==> src/hdl/iad_pkg.sv <==
// Shared constants and types for the indirect address decoder.
`default_nettype none
package iad_pkg;
  localparam logic [15:0] IAD_TRAD_LAST = 16'h0fff;
  localparam logic [15:0] IAD_LIN_BASE = 16'h2000;
  localparam logic [15:0] IAD_LIN_LAST = 16'h29af;
  localparam int IAD_PF_BIT = 15;
  localparam logic [11:0] IAD_RAM_BYTES = 12'h050;
  localparam logic [6:0] IAD_RAM_OFS = 7'h20;
  localparam logic [6:0] IAD_VAR_SLOT0 = 7'h00;
  localparam logic [6:0] IAD_VAR_SLOT1 = 7'h01;
  localparam logic [7:0] IAD_ZERO_BYTE = 8'h00;
  localparam logic [15:0] IAD_PTR_RST = 16'h0000;
  localparam logic [11:0] IAD_DM_ADDR_RST = 12'h000;
  localparam logic [14:0] IAD_PF_ADDR_RST = 15'h0000;

  typedef enum logic [1:0] {
    IAD_RG_NONE,
    IAD_RG_DATA,
    IAD_RG_FLASH
  } iad_region_t;

  typedef enum logic [2:0] {
    IAD_ST_IDLE,
    IAD_ST_DMEM,
    IAD_ST_NULL,
    IAD_ST_FL1,
    IAD_ST_FL2
  } iad_state_t;

  typedef struct packed {
    logic [7:0] hi;
    logic [7:0] lo;
  } iad_ptr_t;

  typedef struct packed {
    logic en;
    logic sel;
    logic hi;
    logic [7:0] data;
  } iad_pwr_t;

  typedef struct packed {
    logic valid;
    logic sel;
    logic we;
    logic inc;
    logic [7:0] wdata;
  } iad_acc_t;

  typedef struct packed {
    logic valid;
    logic [7:0] rdata;
  } iad_rsp_t;

  typedef struct packed {
    iad_region_t rg;
    logic [11:0] addr;
  } iad_map_t;
endpackage : iad_pkg
`default_nettype wire

==> src/hdl/iad_decoder.sv <==
// Indirect address decoder: pointer pairs, region decode and access sequencing.
// Contract
// - Virtual access register has no storage; redirects.
// - Pointer at virtual register: read zero, drop write.
// - Pointer is high byte joined with low byte.
// - 0x000-0xFFF map to absolute data addresses.
// - 0x2000-0x29AF is linear banked RAM view.
// - Linear increments continue into next bank's RAM.
// - Common memory is excluded from linear region.
// - Unimplemented locations read as 0x00.
// - High pointer bit set selects flash word.
// - Flash reads return low eight bits only.
// - Writes to flash region never modify flash.
// - Flash access takes one extra cycle.
`timescale 1ns/1ps
`default_nettype none
module iad_decoder (
  input wire logic clk,
  input wire logic rst,
  input wire iad_pkg::iad_pwr_t ptr_wr,
  input wire iad_pkg::iad_acc_t acc,
  input wire logic [7:0] dm_rdata,
  input wire logic dm_impl,
  input wire logic [13:0] pf_rdata,
  output iad_pkg::iad_ptr_t ptr0,
  output iad_pkg::iad_ptr_t ptr1,
  output logic busy,
  output iad_pkg::iad_rsp_t rsp,
  output logic dm_en,
  output logic dm_we,
  output logic [11:0] dm_addr,
  output logic [7:0] dm_wdata,
  output logic pf_en,
  output logic [14:0] pf_addr
);

  iad_pkg::iad_ptr_t ptr_ff [2];
  iad_pkg::iad_state_t state_ff;
  iad_pkg::iad_state_t nxt_state;
  iad_pkg::iad_rsp_t rsp_ff;
  logic busy_ff;
  logic we_ff;
  logic dm_en_ff;
  logic dm_we_ff;
  logic [11:0] dm_addr_ff;
  logic [7:0] dm_wdata_ff;
  logic pf_en_ff;
  logic [14:0] pf_addr_ff;
  logic [15:0] cur_ptr;
  logic take;
  iad_pkg::iad_map_t cur_map;

  // Maps a full pointer onto a region and a data memory address.
  function automatic iad_pkg::iad_map_t map_ptr(input logic [15:0] p);
    iad_pkg::iad_map_t m;
    logic [11:0] n;
    logic [11:0] bank;
    logic [11:0] ofs;
    m.rg = iad_pkg::IAD_RG_NONE;
    m.addr = iad_pkg::IAD_DM_ADDR_RST;
    n = 12'(p - iad_pkg::IAD_LIN_BASE);
    bank = n / iad_pkg::IAD_RAM_BYTES;
    ofs = n % iad_pkg::IAD_RAM_BYTES;
    if (p[iad_pkg::IAD_PF_BIT]) begin
      m.rg = iad_pkg::IAD_RG_FLASH;
    end else if (p <= iad_pkg::IAD_TRAD_LAST) begin
      // The two virtual slots repeat in every bank, so only the low bits
      // are compared.
      if (p[6:0] == iad_pkg::IAD_VAR_SLOT0 ||
          p[6:0] == iad_pkg::IAD_VAR_SLOT1) begin
        m.rg = iad_pkg::IAD_RG_NONE;
      end else begin
        m.rg = iad_pkg::IAD_RG_DATA;
        m.addr = p[11:0];
      end
    end else if (p >= iad_pkg::IAD_LIN_BASE &&
                 p <= iad_pkg::IAD_LIN_LAST) begin
      // Banks hold 128 bytes; only the 80 banked RAM bytes from offset
      // 0x20 appear, so the common bytes never show here.
      m.rg = iad_pkg::IAD_RG_DATA;
      m.addr = {bank[4:0], 7'(iad_pkg::IAD_RAM_OFS + ofs[6:0])};
    end else begin
      m.rg = iad_pkg::IAD_RG_NONE;
    end
    return m;
  endfunction : map_ptr

  assign cur_ptr = {ptr_ff[acc.sel].hi, ptr_ff[acc.sel].lo};
  assign cur_map = map_ptr(cur_ptr);
  assign take = acc.valid && (state_ff == iad_pkg::IAD_ST_IDLE);

  always_comb begin
    nxt_state = state_ff;
    case (state_ff)
      iad_pkg::IAD_ST_IDLE: begin
        if (take) begin
          case (cur_map.rg)
            iad_pkg::IAD_RG_DATA: nxt_state = iad_pkg::IAD_ST_DMEM;
            iad_pkg::IAD_RG_FLASH: nxt_state = iad_pkg::IAD_ST_FL1;
            default: nxt_state = iad_pkg::IAD_ST_NULL;
          endcase
        end
      end
      iad_pkg::IAD_ST_FL1: nxt_state = iad_pkg::IAD_ST_FL2;
      iad_pkg::IAD_ST_DMEM, iad_pkg::IAD_ST_NULL, iad_pkg::IAD_ST_FL2: begin
        nxt_state = iad_pkg::IAD_ST_IDLE;
      end
      default: nxt_state = iad_pkg::IAD_ST_IDLE;
    endcase
  end

  always_ff @(posedge clk or posedge rst) begin
    if (rst) begin
      state_ff <= iad_pkg::IAD_ST_IDLE;
    end else begin
      state_ff <= nxt_state;
    end
  end

  // Pointer bytes; a byte write beats a post-increment in the same cycle.
  always_ff @(posedge clk or posedge rst) begin
    if (rst) begin
      ptr_ff[0] <= iad_pkg::IAD_PTR_RST;
      ptr_ff[1] <= iad_pkg::IAD_PTR_RST;
    end else begin
      if (take && acc.inc) begin
        // Plain binary carry walks linear addresses across bank seams.
        ptr_ff[acc.sel] <= cur_ptr + 16'h0001;
      end
      if (ptr_wr.en) begin
        if (ptr_wr.hi) begin
          ptr_ff[ptr_wr.sel].hi <= ptr_wr.data;
        end else begin
          ptr_ff[ptr_wr.sel].lo <= ptr_wr.data;
        end
      end
    end
  end

  // Data memory port; nothing is stored locally behind the access port.
  always_ff @(posedge clk or posedge rst) begin
    if (rst) begin
      dm_en_ff <= 1'b0;
      dm_we_ff <= 1'b0;
      dm_addr_ff <= iad_pkg::IAD_DM_ADDR_RST;
      dm_wdata_ff <= iad_pkg::IAD_ZERO_BYTE;
    end else if (take && cur_map.rg == iad_pkg::IAD_RG_DATA) begin
      dm_en_ff <= 1'b1;
      dm_we_ff <= acc.we;
      dm_addr_ff <= cur_map.addr;
      dm_wdata_ff <= acc.wdata;
    end else begin
      dm_en_ff <= 1'b0;
      dm_we_ff <= 1'b0;
    end
  end

  // Flash port is read-only, held two cycles to cover the extra cycle.
  always_ff @(posedge clk or posedge rst) begin
    if (rst) begin
      pf_en_ff <= 1'b0;
      pf_addr_ff <= iad_pkg::IAD_PF_ADDR_RST;
    end else if (take && cur_map.rg == iad_pkg::IAD_RG_FLASH) begin
      pf_en_ff <= 1'b1;
      pf_addr_ff <= cur_ptr[14:0];
    end else if (state_ff == iad_pkg::IAD_ST_FL2) begin
      pf_en_ff <= 1'b0;
    end
  end

  always_ff @(posedge clk or posedge rst) begin
    if (rst) begin
      we_ff <= 1'b0;
    end else if (take) begin
      we_ff <= acc.we;
    end
  end

  always_ff @(posedge clk or posedge rst) begin
    if (rst) begin
      busy_ff <= 1'b0;
    end else begin
      busy_ff <= (nxt_state != iad_pkg::IAD_ST_IDLE);
    end
  end

  // Answer path; writes always answer zero.
  always_ff @(posedge clk or posedge rst) begin
    if (rst) begin
      rsp_ff.valid <= 1'b0;
      rsp_ff.rdata <= iad_pkg::IAD_ZERO_BYTE;
    end else begin
      rsp_ff.valid <= 1'b0;
      case (state_ff)
        iad_pkg::IAD_ST_DMEM: begin
          rsp_ff.valid <= 1'b1;
          rsp_ff.rdata <= (!we_ff && dm_impl) ? dm_rdata
                                              : iad_pkg::IAD_ZERO_BYTE;
        end
        iad_pkg::IAD_ST_NULL: begin
          rsp_ff.valid <= 1'b1;
          rsp_ff.rdata <= iad_pkg::IAD_ZERO_BYTE;
        end
        iad_pkg::IAD_ST_FL2: begin
          rsp_ff.valid <= 1'b1;
          rsp_ff.rdata <= we_ff ? iad_pkg::IAD_ZERO_BYTE
                                : pf_rdata[7:0];
        end
        default: rsp_ff.rdata <= rsp_ff.rdata;
      endcase
    end
  end

  assign ptr0 = ptr_ff[0];
  assign ptr1 = ptr_ff[1];
  assign busy = busy_ff;
  assign rsp = rsp_ff;
  assign dm_en = dm_en_ff;
  assign dm_we = dm_we_ff;
  assign dm_addr = dm_addr_ff;
  assign dm_wdata = dm_wdata_ff;
  assign pf_en = pf_en_ff;
  assign pf_addr = pf_addr_ff;

endmodule : iad_decoder
`default_nettype wire

==> config.mk <==
export PLATFORM = sky130hd
export DESIGN_NAME = iad_decoder
export DESIGN_NICKNAME = d
export VERILOG_FILES = /design/src/hdl/iad_pkg.sv /design/src/hdl/iad_decoder.sv
export SDC_FILE = /design/constraint.sdc
export NUM_CORES = 1
export LEC_CHECK = 0
export BUFFER_PORTS_ARGS = -buffer_cell sky130_fd_sc_hd__buf_2
export CORE_MARGIN = 5
export CORE_UTILIZATION = 49
export DETAILED_ROUTE_END_ITERATION = 16
export MAX_ROUTING_LAYER = met4
export PLACE_DENSITY = 0.77
export SYNTH_ARGS = -nofsm -noshare
export SYNTH_HDL_FRONTEND = slang
export SYNTH_SLANG_ARGS = --single-unit
==> constraint.sdc <==
create_clock -name clk -period 2.24 [get_ports clk]
set_input_delay 0.112 -clock clk [delete_from_list [all_inputs] [get_ports clk]]
set_output_delay 0.112 -clock clk [all_outputs]
set_load 0.02 [all_outputs]
Word level (Yosys, flattened, before mapping)
Cells that the tools add are included.

word-level totals
  bits in registers = 84
  input port bits = 48
  logic and storage cells = 85
  output and inout bits = 80

cells by class
  order comparisons = 7
  muxes and demuxes = 33
  reduce and logical (&&, ||, !) cells = 16
  add/subtract/negate cells = 3
  equality and inequality tests = 7
  bitwise logic cells = 2
  div/mod/pow operators = 2

operator list
  cell                                                                  number
  bitwise mux 32 bit                                                    3
  two-way mux 32 bit                                                    3
  two-way mux 16 bit                                                    5
  demux 16 bit (select 1 bit)                                           3
  two-way mux 12 bit                                                    3
  two-way mux 8 bit                                                     3
  case mux 8 bit (3 select lines)                                       1
  adder 16 x 1 -> 16 bit (second input constant)                        1
  greater-or-equal comparator 16 x 14 -> 1 bit (second input constant)  1
  less-or-equal comparator 16 x 12 -> 1 bit (second input constant)     1
  less-or-equal comparator 16 x 14 -> 1 bit (second input constant)     1
  two-way mux 14 bit                                                    1
  divider 12 x 7 -> 12 bit (second input constant)                      1
  remainder unit 12 x 7 -> 12 bit (second input constant)               1
  subtractor 12 x 1 -> 12 bit (second input constant)                   1
  logical AND 1 bit                                                     8
  adder 6 x 7 -> 7 bit (first input constant)                           1
  equality test 7 x 1 -> 1 bit (second input constant)                  1
  logical NOT 7 bit                                                     1
  two-way mux 1 bit                                                     7
  equality test 3 x 2 -> 1 bit (second input constant)                  2
  case mux 3 bit (2 select lines)                                       1
  nonzero test 3 bit                                                    2
  greater-or-equal comparator 2 bit (second input constant)             2
  14 further kinds                                                      16

Longest topological paths before layout
Gate-level depths: netlist (run 1).

  depth after elaboration = 15
  mapped depth = 15
  mapped depth without buffers = 10

Worst setup path after synthesis (run 1)
Ideal clock, no wire load.

  path kind = reg2reg
  start point = register ptr_ff, in the netlist ptr0[9]
  end point = register dm_addr_ff[6], in the netlist dm_addr[6]
  required time = 2114 ps
  arrival time = 2483 ps
  clock period less this slack = 2609 ps
  buffers on the path = 2
  stages on the path, launching flop included = 12
  setup slack = -369 ps
  library setup time = 126 ps
  path through = dfrtp_1 mux2_2 clkbuf_1 buf_1 nor3_1 o21ai_0 o21ai_0 a21oi_1 o22ai_1 a21oi_1 a21bo_1 a221o_1

on the way
  cells in the longest elaborated chain, start to end = 10
  elaborated cells on any way between the ends = 17
  classes of those cells = add/sub (2); div (1); order compare (3); eq/ne (1); mux (8); reduce/logical (2)

ends and longest elaborated chain
  element                                                                              RTL line            text
  start: declaration                                                                   iad_decoder.sv:37   iad_pkg::iad_ptr_t ptr_ff [2];
  start signal: indexed assignment                                                     iad_decoder.sv:128  ptr_ff[acc.sel] <= cur_ptr + 16'h0001;
  two-way mux 16 bit (*) (3 in a row)                                                  n/a
  parallel branches: the longest is 3 deep, another holds subtractor 12 x 1 -> 12 bit  n/a
  two-way mux 14 bit (*)                                                               iad_decoder.sv:66   end else if (p <= iad_pkg::IAD_TRAD_LAST) begin
  two-way mux 2 bit                                                                    iad_decoder.sv:64   if (p[iad_pkg::IAD_PF_BIT]) begin
  equality test 2 x 1 -> 1 bit                                                         iad_decoder.sv:147  end else if (take && cur_map.rg == iad_pkg::IAD_RG_DATA) begin
  logical AND 1 bit                                                                    iad_decoder.sv:147
  end signal: assignment                                                               iad_decoder.sv:145  dm_addr_ff <= iad_pkg::IAD_DM_ADDR_RST;
  end signal: assignment                                                               iad_decoder.sv:150  dm_addr_ff <= cur_map.addr;
  end: declaration                                                                     iad_decoder.sv:45   logic [11:0] dm_addr_ff;

Every way passes the cells marked *. The select of a mux whose other input is x is not followed.
A chain may end at the register's enable or synchronous reset.

Final worst setup path (run 1)
  start point = register ptr_ff, in the netlist ptr0[10]
  end point = register dm_addr_ff[6], in the netlist dm_addr[6]

Same word-level chain as after synthesis.

==> out/metrics.cfg, run 1 <==
[run_status]
status=finished, violations left
failed_checks=negative setup slack

[global_route]
grt_max_degree=56
busiest_layer=met2
grt-ovfl-total=0
grtUsageMet3=0.0358
track_usage=0.293
first_global_vias=5720
antenna_found_initial=0
grt_use_met1=0.380
use_met2=0.477
grt_pass1_wl_mm=29.2

[synthesis]
synth.largest_area_cell=dfrtp_1
async_flop_share=1.00
ys_seq_area_frac=0.406
ys.flop_type=dfrtp_1
ys_warn_count=0
ys_ff_latch=84
synth_area_leaders=dfrtp_1 41%, nand2_1 7.0%, o21ai_0 5.8%
syn-num-nets=646
synth_edf_count=0
netlist_top_cells_count=96 x nand2_1, 84 x dfrtp_1, 60 x o21ai_0
syn_avg_cell_area_um2=8.69
synth_most_common_cell=nand2_1
synth_cell_types=72
synth_top_cell_area_share=0.406
synthCells=595
syn_area_um2=5170

[place]
hpwl_mm=13.8
post-place-cells=952
io_buffers=121
globalplace.congestion=0.920
place_ws_ns=-0.536

[timing]
finalCritPeriodShare=1.18
slew_headroom=0.516
skew_ns=0.0143
final_hold_viol_count=0
worst_pin_slew_ns=0.725
rsz0062_at_grt=true
fmax_mhz=379
maxSlewViolCount=0
setup_ws_ns=-0.398
min_period_ns=2.64
setup_viol=16

[layout]
drive_above_1_share=0.464
num_antenna_cells=0
stdcell_count=1007
syn_to_final_growth_pct=53.4
fill_cells=690
num-nets-final=917

[route]
drtIter0Drc=433
drt-total-wl_mm=19.0
drc=0
num_vias=5827
ant_nets=0
via_per_inst=5.79
dr.pass1.iters=7
routedWlPerCell_um=18.9

[floorplanning]
die_w_um=113
coreArea_um2=10300
initial_core_util=0.501
ios=128
die_height_um=113
die_area_um2=12700
fp-row-count=37

[clock_tree]
htree_num_levels=3
ctsRootBufferMaster=clkbuf_8
clockBufferDepth=2
clock_latency_ns=0.37
cts_made_buffers=9
cts_tree=yes
cts_sinks=84
clk_pin_slew_worst_paths_ns=0.09

[critical_path]
worstPathMaxFanout=6
cp_slowest_cell=or4b_4
crit_path_start_kind=flop
crit_path_end_kind=flop
arrival_ns=2.89
crit_chain=mux2_4, nand3_4, o21ai_2, or4b_4, o21ai_4, a22oi_4, or2_1, a21bo_1, a221o_1
cp.required_ns=2.49
slowest_delay_ns=0.56
path_class=reg -> reg

[power_and_ir_drop]
ir_worst_vdd_mv=0.719
power_density_nw_per_um2=1230
power.static_leakage_uw=0.00364

[job]
max_cap_violations=0

[min_path]
hp-class=in -> reg

==> timing repair <==
action / 4_1_cts / 5_1_grt
cloned: 2 / 1
hold endpoints to repair: 44 / 0
gates resized for setup: 23 / 82
endpoints found under the setup margin: 27 / 38
pin swaps: 16 / 25
buffers inserted: 11 / 14
hold buffers: 12 / 0
==> power breakdown <==
| part | internal [µW] | total [µW] | switching, µW |
|---|---|---|---|
| Sequential | 2110 | 2570 | 456 |
| Combinational | 2620 | 6050 | 3430 |
| Clock | 551 | 1140 | 589 |
| Total | 5280 | 9760 | 4480 |
==> worst max-delay path: cells and delay by family (launching register included) <==
family	cells	cell delay, ns
muxes	1	0.34
DFF	1	0.46
and+or+nand+nor	3	0.91
AOI/OAI and AO/OA	5	0.80
==> logic make-up after synthesis <==
family | Yosys count | share of synthesized area
multiplexers | 36 | 0.0815
buffers and inverters | 44 | 0.0431
AND/OR/NAND/NOR | 226 | 0.205
flip-flops | 84 | 0.406
adder cells (fa/ha/maj) | 3 | 0.00726
AO/OA/AOI/OAI | 174 | 0.209
XOR/XNOR | 28 | 0.0474
==> cell usage in the layout (no fill, tap or decap), types with 4 or more instances in the layout <==
cell and n:
a21oi_1 44, nor3_1 11, nand2_2 6, o21ai_0 50, a31oi_1 5, nor3_4 5
mux2i_1 18, mux2_2 5, xnor2_1 20, xor2_1 5, and3_1 5, dfrtp_1 77
nand2_1 86, clkbuf_8 10, a21oi_2 4, buf_2 122, o31ai_1 5, o21ai_1 11
a22oi_1 8, inv_1 4, nand3_1 9, buf_12 4, nor2_1 50, dfrtp_2 7
nor2_4 9, nand4_1 4, mux2i_4 6, buf_4 148, mux2_4 4, buf_6 7
mux2i_2 4, dlygate4sd3_1 12, nor3b_1 4, nand2_4 4
==> layer usage <==
layer	wire length, µm	share of wire
met1	7830	0.41
met2	9150	0.48
met3	1430	0.075
met4	595	0.031
met5	0	0
==> final timing paths <==
check,startpoint,to,slack (ns),depth (start not counted)
min in group asynchronous,rst,ptr0[12]$_DFF_PP0_,0.40,3
max reg2reg,ptr0[10]$_DFF_PP0_,dm_addr[6]$_DFFE_PP0P_,-0.40,9
min reg2reg,dm_addr[2]$_DFFE_PP0P_,dm_addr[2]$_DFFE_PP0P_,0.48,2
min,ptr_wr[6],ptr1[14]$_DFF_PP0_,0.02,3
max,ptr0[10]$_DFF_PP0_,dm_addr[6]$_DFFE_PP0P_,-0.40,9
max in group asynchronous,rst,dm_wdata[1]$_DFFE_PP0P_,1.13,4
==> final cells by class <==
type,count,area [µm²],area share
clock inverter,5,60.1,0.00757
tap,136,170,0.0214
clock buffer,11,141,0.0178
inverter,7,40.0,0.00504
timing repair buffer,295,2030,0.256
multi-input combinational,469,3380,0.426
sequential,84,2110,0.266
==> registers in the layout, summed over array words and instances, names as in the netlist, 3 cells and up <==
| register | count |
|---|---|
| rsp | 9 |
| dm_addr | 12 |
| ptr0 | 16 |
| pf_addr | 15 |
| state_ff | 3 |
| dm_wdata | 8 |
| ptr1 | 16 |
==> metrics by stage <==
step / util / hold WS (ns) / setup TNS (ns) / total power, µW / area (µm²)
2_1_floorplan: - / 0.217 / -1.13 / 5540 / 5320
3_3_place_gp: 0.675 / 0.244 / -7.30 / 7730 / 6970
3_5_place_dp: 0.675 / 0.254 / -8.93 / 7850 / 6970
4_1_cts: 0.729 / 0.0132 / -2.86 / 9270 / 7520
5_1_grt: 0.769 / 0.0255 / -4.24 / 10300 / 7940
6_report: 0.769 / 0.0181 / -2.13 / 9760 / 7940
Note: power is estimated with default switching activity, not from simulation.
==> inputs of run 2 (changes only) <==
==> config.mk (replaced) <==
export PLATFORM = sky130hd
export DESIGN_NAME = iad_decoder
export DESIGN_NICKNAME = d
export VERILOG_FILES = /design/src/hdl/iad_pkg.sv /design/src/hdl/iad_decoder.sv
export SDC_FILE = /design/constraint.sdc
export NUM_CORES = 1
export LEC_CHECK = 0
export CAP_MARGIN = 30
export CORE_MARGIN = 5
export CORE_UTILIZATION = 58
export DETAILED_ROUTE_END_ITERATION = 16
export DONT_BUFFER_PORTS = 1
export MAX_ROUTING_LAYER = met4
export PLACE_DENSITY = 0.76
export SYNTH_ARGS = -nofsm -noshare
export SYNTH_HDL_FRONTEND = slang
export SYNTH_SLANG_ARGS = --single-unit
==> run 2 against run 1 <==
Via count rose by 5.5%. Maximum frequency fell by 6.0%. Sequential power rose by 28%. Register-to-register slack got worse by 0.17 ns. Routed wire length rose by 21%. Clock power rose by 16%. Core utilization rose by 13 points. Global-route usage rose by 6.2 points. Critical path type unchanged. Flip-flop and latch count did not move. First-iteration DRC count rose by 41%. The run still ends with negative setup slack left. Design area fell by 0.96%.
==> out/metrics.cfg, run 2 (synthesis results as in run 1) <==
[min_path]
hold_path_startpoint=pf_rdata[5]
hold_end=rsp[5]$_DFFE_PP0P_
hp-class=in -> reg
whs_path_depth=2

[timing]
rsz0062_at_grt=true
final_hold_viol_count=0
setup_ws_ns=-0.565
min_period_ns=2.81
setup_viol=28
skew_ns=0.0230
maxSlewViolCount=0
fmax_mhz=357
worst_pin_slew_ns=0.810
slew_headroom=0.458
whs_ns=0.0121
finalCritPeriodShare=1.25

[place]
globalplace.congestion=0.924
placed_area_um2=6300
post-place-cells=799
io_buffers=0
hpwl_mm=12.5

[clock_tree]
htree_num_levels=3
cts_tree=yes
cts_sinks=84
ctsRootBufferMaster=clkbuf_8
cts_made_buffers=9
clock_latency_ns=0.36
clk_pin_slew_worst_paths_ns=0.11
clockBufferDepth=2

[global_route]
grt-ovfl-total=0
track_usage=0.354
first_global_vias=5594
grt_max_degree=55
antenna_found_initial=0
grt_pass1_wl_mm=30.3

[critical_path]
worstPathMaxFanout=6
regToRegSetupSlack_ns=-0.57
crit_path_end_kind=flop
cp.required_ns=2.54
crit_path_start_kind=flop
r2r_end=dm_addr[4]$_DFFE_PP0P_
timing.rr.start=ptr0[8]$_DFF_PP0_
reg2reg_depth=9
path_class=reg -> reg
arrival_ns=3.10

[route]
dr.pass1.iters=5
drt-total-wl_mm=23.1
drc=0
via_per_inst=6.88
routedWlPerCell_um=25.8
num_vias=6146
drtIter0Drc=610
ant_nets=0

[job]
max_cap_violations=0

[power_and_ir_drop]
ir_worst_vdd_mv=0.781
power.static_leakage_uw=0.00336
power_density_nw_per_um2=1300

[layout]
final_area_um2=7860
layout_commonest_cell=buf_4
drive_above_1_share=0.425
syn_to_final_growth_pct=52.0
mostFrequentLayoutCells=160 x buf_4, 77 x dfrtp_1, 73 x nand2_1, 47 x nor2_1, 40 x o21ai_0
stdcell_count=893
num-nets-final=831
num_antenna_cells=0

[floorplanning]
die_height_um=104
fp-row-count=34
initial_core_util=0.593
die_w_um=104
coreArea_um2=8720
die_area_um2=10900
ios=128

[run_status]
status=finished, violations left
failed_checks=negative setup slack

-- run 2: cell types whose count changed in the layout (fill, tap and decap cells not counted), moves of 6 or more --
cell / change
buf_2: -122
buf_4: +12
dlygate4sd3_1: +20
nand2_1: -13
nand2_2: +6
nand2_4: +7
o21ai_0: -10
o21ai_2: +6
xnor2_2: +6
-- run 2: where the power goes --
group | switching [µW] | internal, µW
Sequential | 1170 | 2110
Combinational | 3100 | 2510
Clock | 665 | 651
Total | 4930 | 5270
-- run 2: per-stage QoR --
stage | total power, µW | TNS (ns) | setup WS (ns) | util
CTS | 8880 | -1.66 | -0.387 | 0.817
detailed placement | 7290 | -3.27 | -0.432 | 0.722
finish | 10200 | -5.70 | -0.565 | 0.901
global placement | 7130 | -2.50 | -0.422 | 0.722
floorplan | 5540 | -1.13 | -0.287 | -
global route | 10600 | -8.27 | -0.613 | 0.901
-- run 2: worst max-delay path by stage --
stage	from	endpoint	cells past startpoint	slack [ns]
3_5_place_dp	ptr1[7]$_DFF_PP0_	dm_addr[4]$_DFFE_PP0P_	9	-0.43
2_1_floorplan	ptr0[8]$_DFF_PP0_	dm_addr[4]$_DFFE_PP0P_	9	-0.29
4_1_cts	ptr1[10]$_DFF_PP0_	dm_addr[6]$_DFFE_PP0P_	9	-0.39
6_report	ptr0[8]$_DFF_PP0_	dm_addr[4]$_DFFE_PP0P_	9	-0.57
5_1_grt	ptr0[8]$_DFF_PP0_	dm_addr[4]$_DFFE_PP0P_	9	-0.61
3_3_place_gp	ptr1[9]$_DFF_PP0_	dm_addr[4]$_DFFE_PP0P_	10	-0.42
-- run 2: per-layer routing --
| metal | track usage | routed length (µm) | vias to the layer above |
|---|---|---|---|
| li1 | - | - | 2492 |
| met1 | 0.436 | 8000 | 2957 |
| met2 | 0.569 | 11100 | 545 |
| met3 | 0.0894 | 2620 | 152 |
| met4 | 0.120 | 1410 | 0 |
| met5 | - | 0 | - |
-- run 2: worst max-delay path, cell delays in order, from the launching register on --
cell	delay [ns]
dfrtp_2	0.45
mux2_4	0.36
mux4_2	0.35
a221oi_2	0.27
a211o_1	0.19
o21a_1	0.23
nand2b_1	0.21
mux2i_2	0.11
or4_4	0.49
nand3_2	0.08
-- run 2: cell type report --
cell class / count / area [µm²]
multi-input combinational: 467 / 3520
fill: 369 / 861
clock buffer: 9 / 124
inverter: 7 / 37.5
sequential: 84 / 2110
timing repair buffer: 211 / 1820
clock inverter: 7 / 105
tap: 108 / 135
-- run 2: what timing repair did --
action / 4_1_cts / 5_1_grt
cloned: 0 / 2
hold buffers: 32 / 0
resized for setup: 24 / 134
setup endpoints to repair: 25 / 40
hold endpoints to repair: 80 / 0
setup buffers: 23 / 25
pin swaps: 10 / 43
==> inputs of run 3 (changes only) <==
--- a/config.mk
+++ b/config.mk
@@ -7,11 +7,12 @@
 export LEC_CHECK = 0
 export CAP_MARGIN = 30
 export CORE_MARGIN = 5
-export CORE_UTILIZATION = 58
+export CORE_UTILIZATION = 60
 export DETAILED_ROUTE_END_ITERATION = 16
 export DONT_BUFFER_PORTS = 1
 export MAX_ROUTING_LAYER = met4
 export PLACE_DENSITY = 0.76
+export RECOVER_POWER = 50
 export SYNTH_ARGS = -nofsm -noshare
 export SYNTH_HDL_FRONTEND = slang
 export SYNTH_SLANG_ARGS = --single-unit
==> constraint.sdc (replaced) <==
create_clock -name clk -period 3.2 [get_ports clk]
set_input_delay 0.16 -clock clk [delete_from_list [all_inputs] [get_ports clk]]
set_output_delay 0.16 -clock clk [all_outputs]
set_load 0.05 [all_outputs]
==> run 3 against run 2 <==
The run now ends clean. Die area down 3.0%. Via count decreased by 22%. Hold slack got worse by 0.012 ns. Global-route usage fell by 6.5 points. Clock skew down 0.0038 ns. Maximum frequency fell by 3.7%. Clock power down 33%. Flip-flop and latch count is the same. Critical path depth did not move. Critical endpoint unchanged. Largest power group is now sequential cells.
==> out/metrics.cfg, run 3 (synthesis results as in run 1) <==
[layout]
syn_to_final_growth_pct=12.7
layout_commonest_cell=nand2_1
mostFrequentLayoutCells=96 x nand2_1, 84 x dfrtp_1, 60 x o21ai_0, 58 x nor2_1, 48 x a21oi_1
num_antenna_cells=0
fill_cells=634
num-nets-final=687
drive_above_1_share=0.123

[timing]
fin_setup_tns_ns=0
maxSlewViolCount=0
final_hold_viol_count=0
worst_pin_slew_ns=1.23
setup_viol=0
rsz0062_at_grt=false
whs_ns=0.000265
fmax_mhz=343
min_period_ns=2.91
finalCritPeriodShare=0.910
skew_ns=0.0192
slew_headroom=0.179

[place]
hpwl_mm=10.4
io_buffers=0
globalplace.congestion=0.943

[global_route]
first_global_vias=4538
track_usage=0.289
grt-ovfl-total=0
busiest_layer=met2
grt_max_degree=51
antenna_found_initial=0
use_met2=0.455
grt_use_met1=0.363
grt_pass1_wl_mm=23.2
grtUsageMet3=0.0724

[clock_tree]
ctsRootBufferMaster=clkbuf_8
clk_pin_slew_worst_paths_ns=0.10
htree_num_levels=3
cts_sinks=84
cts_tree=yes
clock_latency_ns=0.37
clockBufferDepth=2
cts_resized=0
cts_made_buffers=9

[floorplanning]
ios=128
fp-row-count=33
die_w_um=103
initial_core_util=0.623
die_area_um2=10600
die_height_um=103
coreArea_um2=8300

[route]
drc=0
drtIter0Drc=364
num_vias=4771
via_per_inst=6.40
drt-total-wl_mm=14.7
routedWlPerCell_um=19.8
dr.pass1.iters=5
ant_nets=0

[job]
max_cap_violations=0

[critical_path]
slowest_delay_ns=0.58
arrival_ns=3.21
crit_path_start_kind=flop
crit_path_end_kind=flop
worstPathMaxFanout=9
crit_chain=mux2i_2, xnor2_1, a221oi_1, a211o_1, o21a_1, nand2b_1, mux2i_1, or4_1, nand3_1
path_class=reg -> reg
cp_slowest_cell=mux2i_2
cp.required_ns=3.50

[power_and_ir_drop]
power.static_leakage_uw=0.00238
power_density_nw_per_um2=1080
ir_worst_vdd_mv=0.595

[min_path]
hp-class=in -> reg

[run_status]
status=finished clean

[run 3: final timing paths]
kind / from / cells after the start / slack (ns) / endpoint
setup / recovery: ptr0[10]$_DFF_PP0_ / 9 / 0.29 / dm_addr[4]$_DFFE_PP0P_
hold / removal: dm_rdata[2] / 2 / 0.0003 / rsp[2]$_DFFE_PP0P_
setup reg to reg: ptr0[10]$_DFF_PP0_ / 9 / 0.29 / dm_addr[4]$_DFFE_PP0P_
hold reg to reg: we_ff$_DFFE_PP0P_ / 2 / 0.54 / we_ff$_DFFE_PP0P_
max in group asynchronous: rst / 3 / 1.45 / ptr1[7]$_DFF_PP0_
min in group asynchronous: rst / 2 / 0.24 / dm_en$_DFF_PP0_
[run 3: per-stage QoR]
step | area [µm²] | power [µW] | instances | worst slack, ns | util
floorplan | 5170 | 4690 | 595 | 0.365 | -
finish | 5830 | 6290 | 746 | 0.287 | 0.703
detailed placement | 5480 | 5410 | 711 | 0.377 | 0.660
global route | 5830 | 6630 | 746 | 0.0736 | 0.703
CTS | 5900 | 6330 | 746 | 0.342 | 0.711
global placement | 5480 | 5340 | 711 | 0.427 | 0.660
[run 3: critical path: cells and delay by family (launching register included)]
family | cells | cell delay, ns
AND/OR/NAND/NOR | 3 | 0.72
multiplexers | 2 | 0.69
XOR/XNOR | 1 | 0.22
AO/OA/AOI/OAI | 3 | 0.75
flip-flops | 1 | 0.46
[run 3: cell type report]
class | count | area, µm² | share of cell area
Timing Repair Buffer | 67 | 480 | 0.0824
Multi-Input combinational cell | 467 | 2860 | 0.491
Inverter | 7 | 27.5 | 0.00472
Tap cell | 105 | 131 | 0.0225
Sequential cell | 84 | 2100 | 0.361
Clock inverter | 7 | 105 | 0.0180
Clock buffer | 9 | 124 | 0.0212
[run 3: what timing repair did]
action	in CTS	in global routing
hold buffers	19	0
setup buffers	0	0
hold endpoints to repair	77	0
endpoints found under the setup margin	0	0
[run 3: power by group]
part	total (µW)	internal (µW)	switching (µW)
Sequential	2860	1450	1400
Clock	889	455	434
Combinational	2540	852	1690
[run 3: metal layers]
metal / share of wire / up-vias
met5: 0 / -
met4: 0.031 / 0
met3: 0.11 / 47
met2: 0.46 / 287
met1: 0.40 / 2234
li1: - / 2203
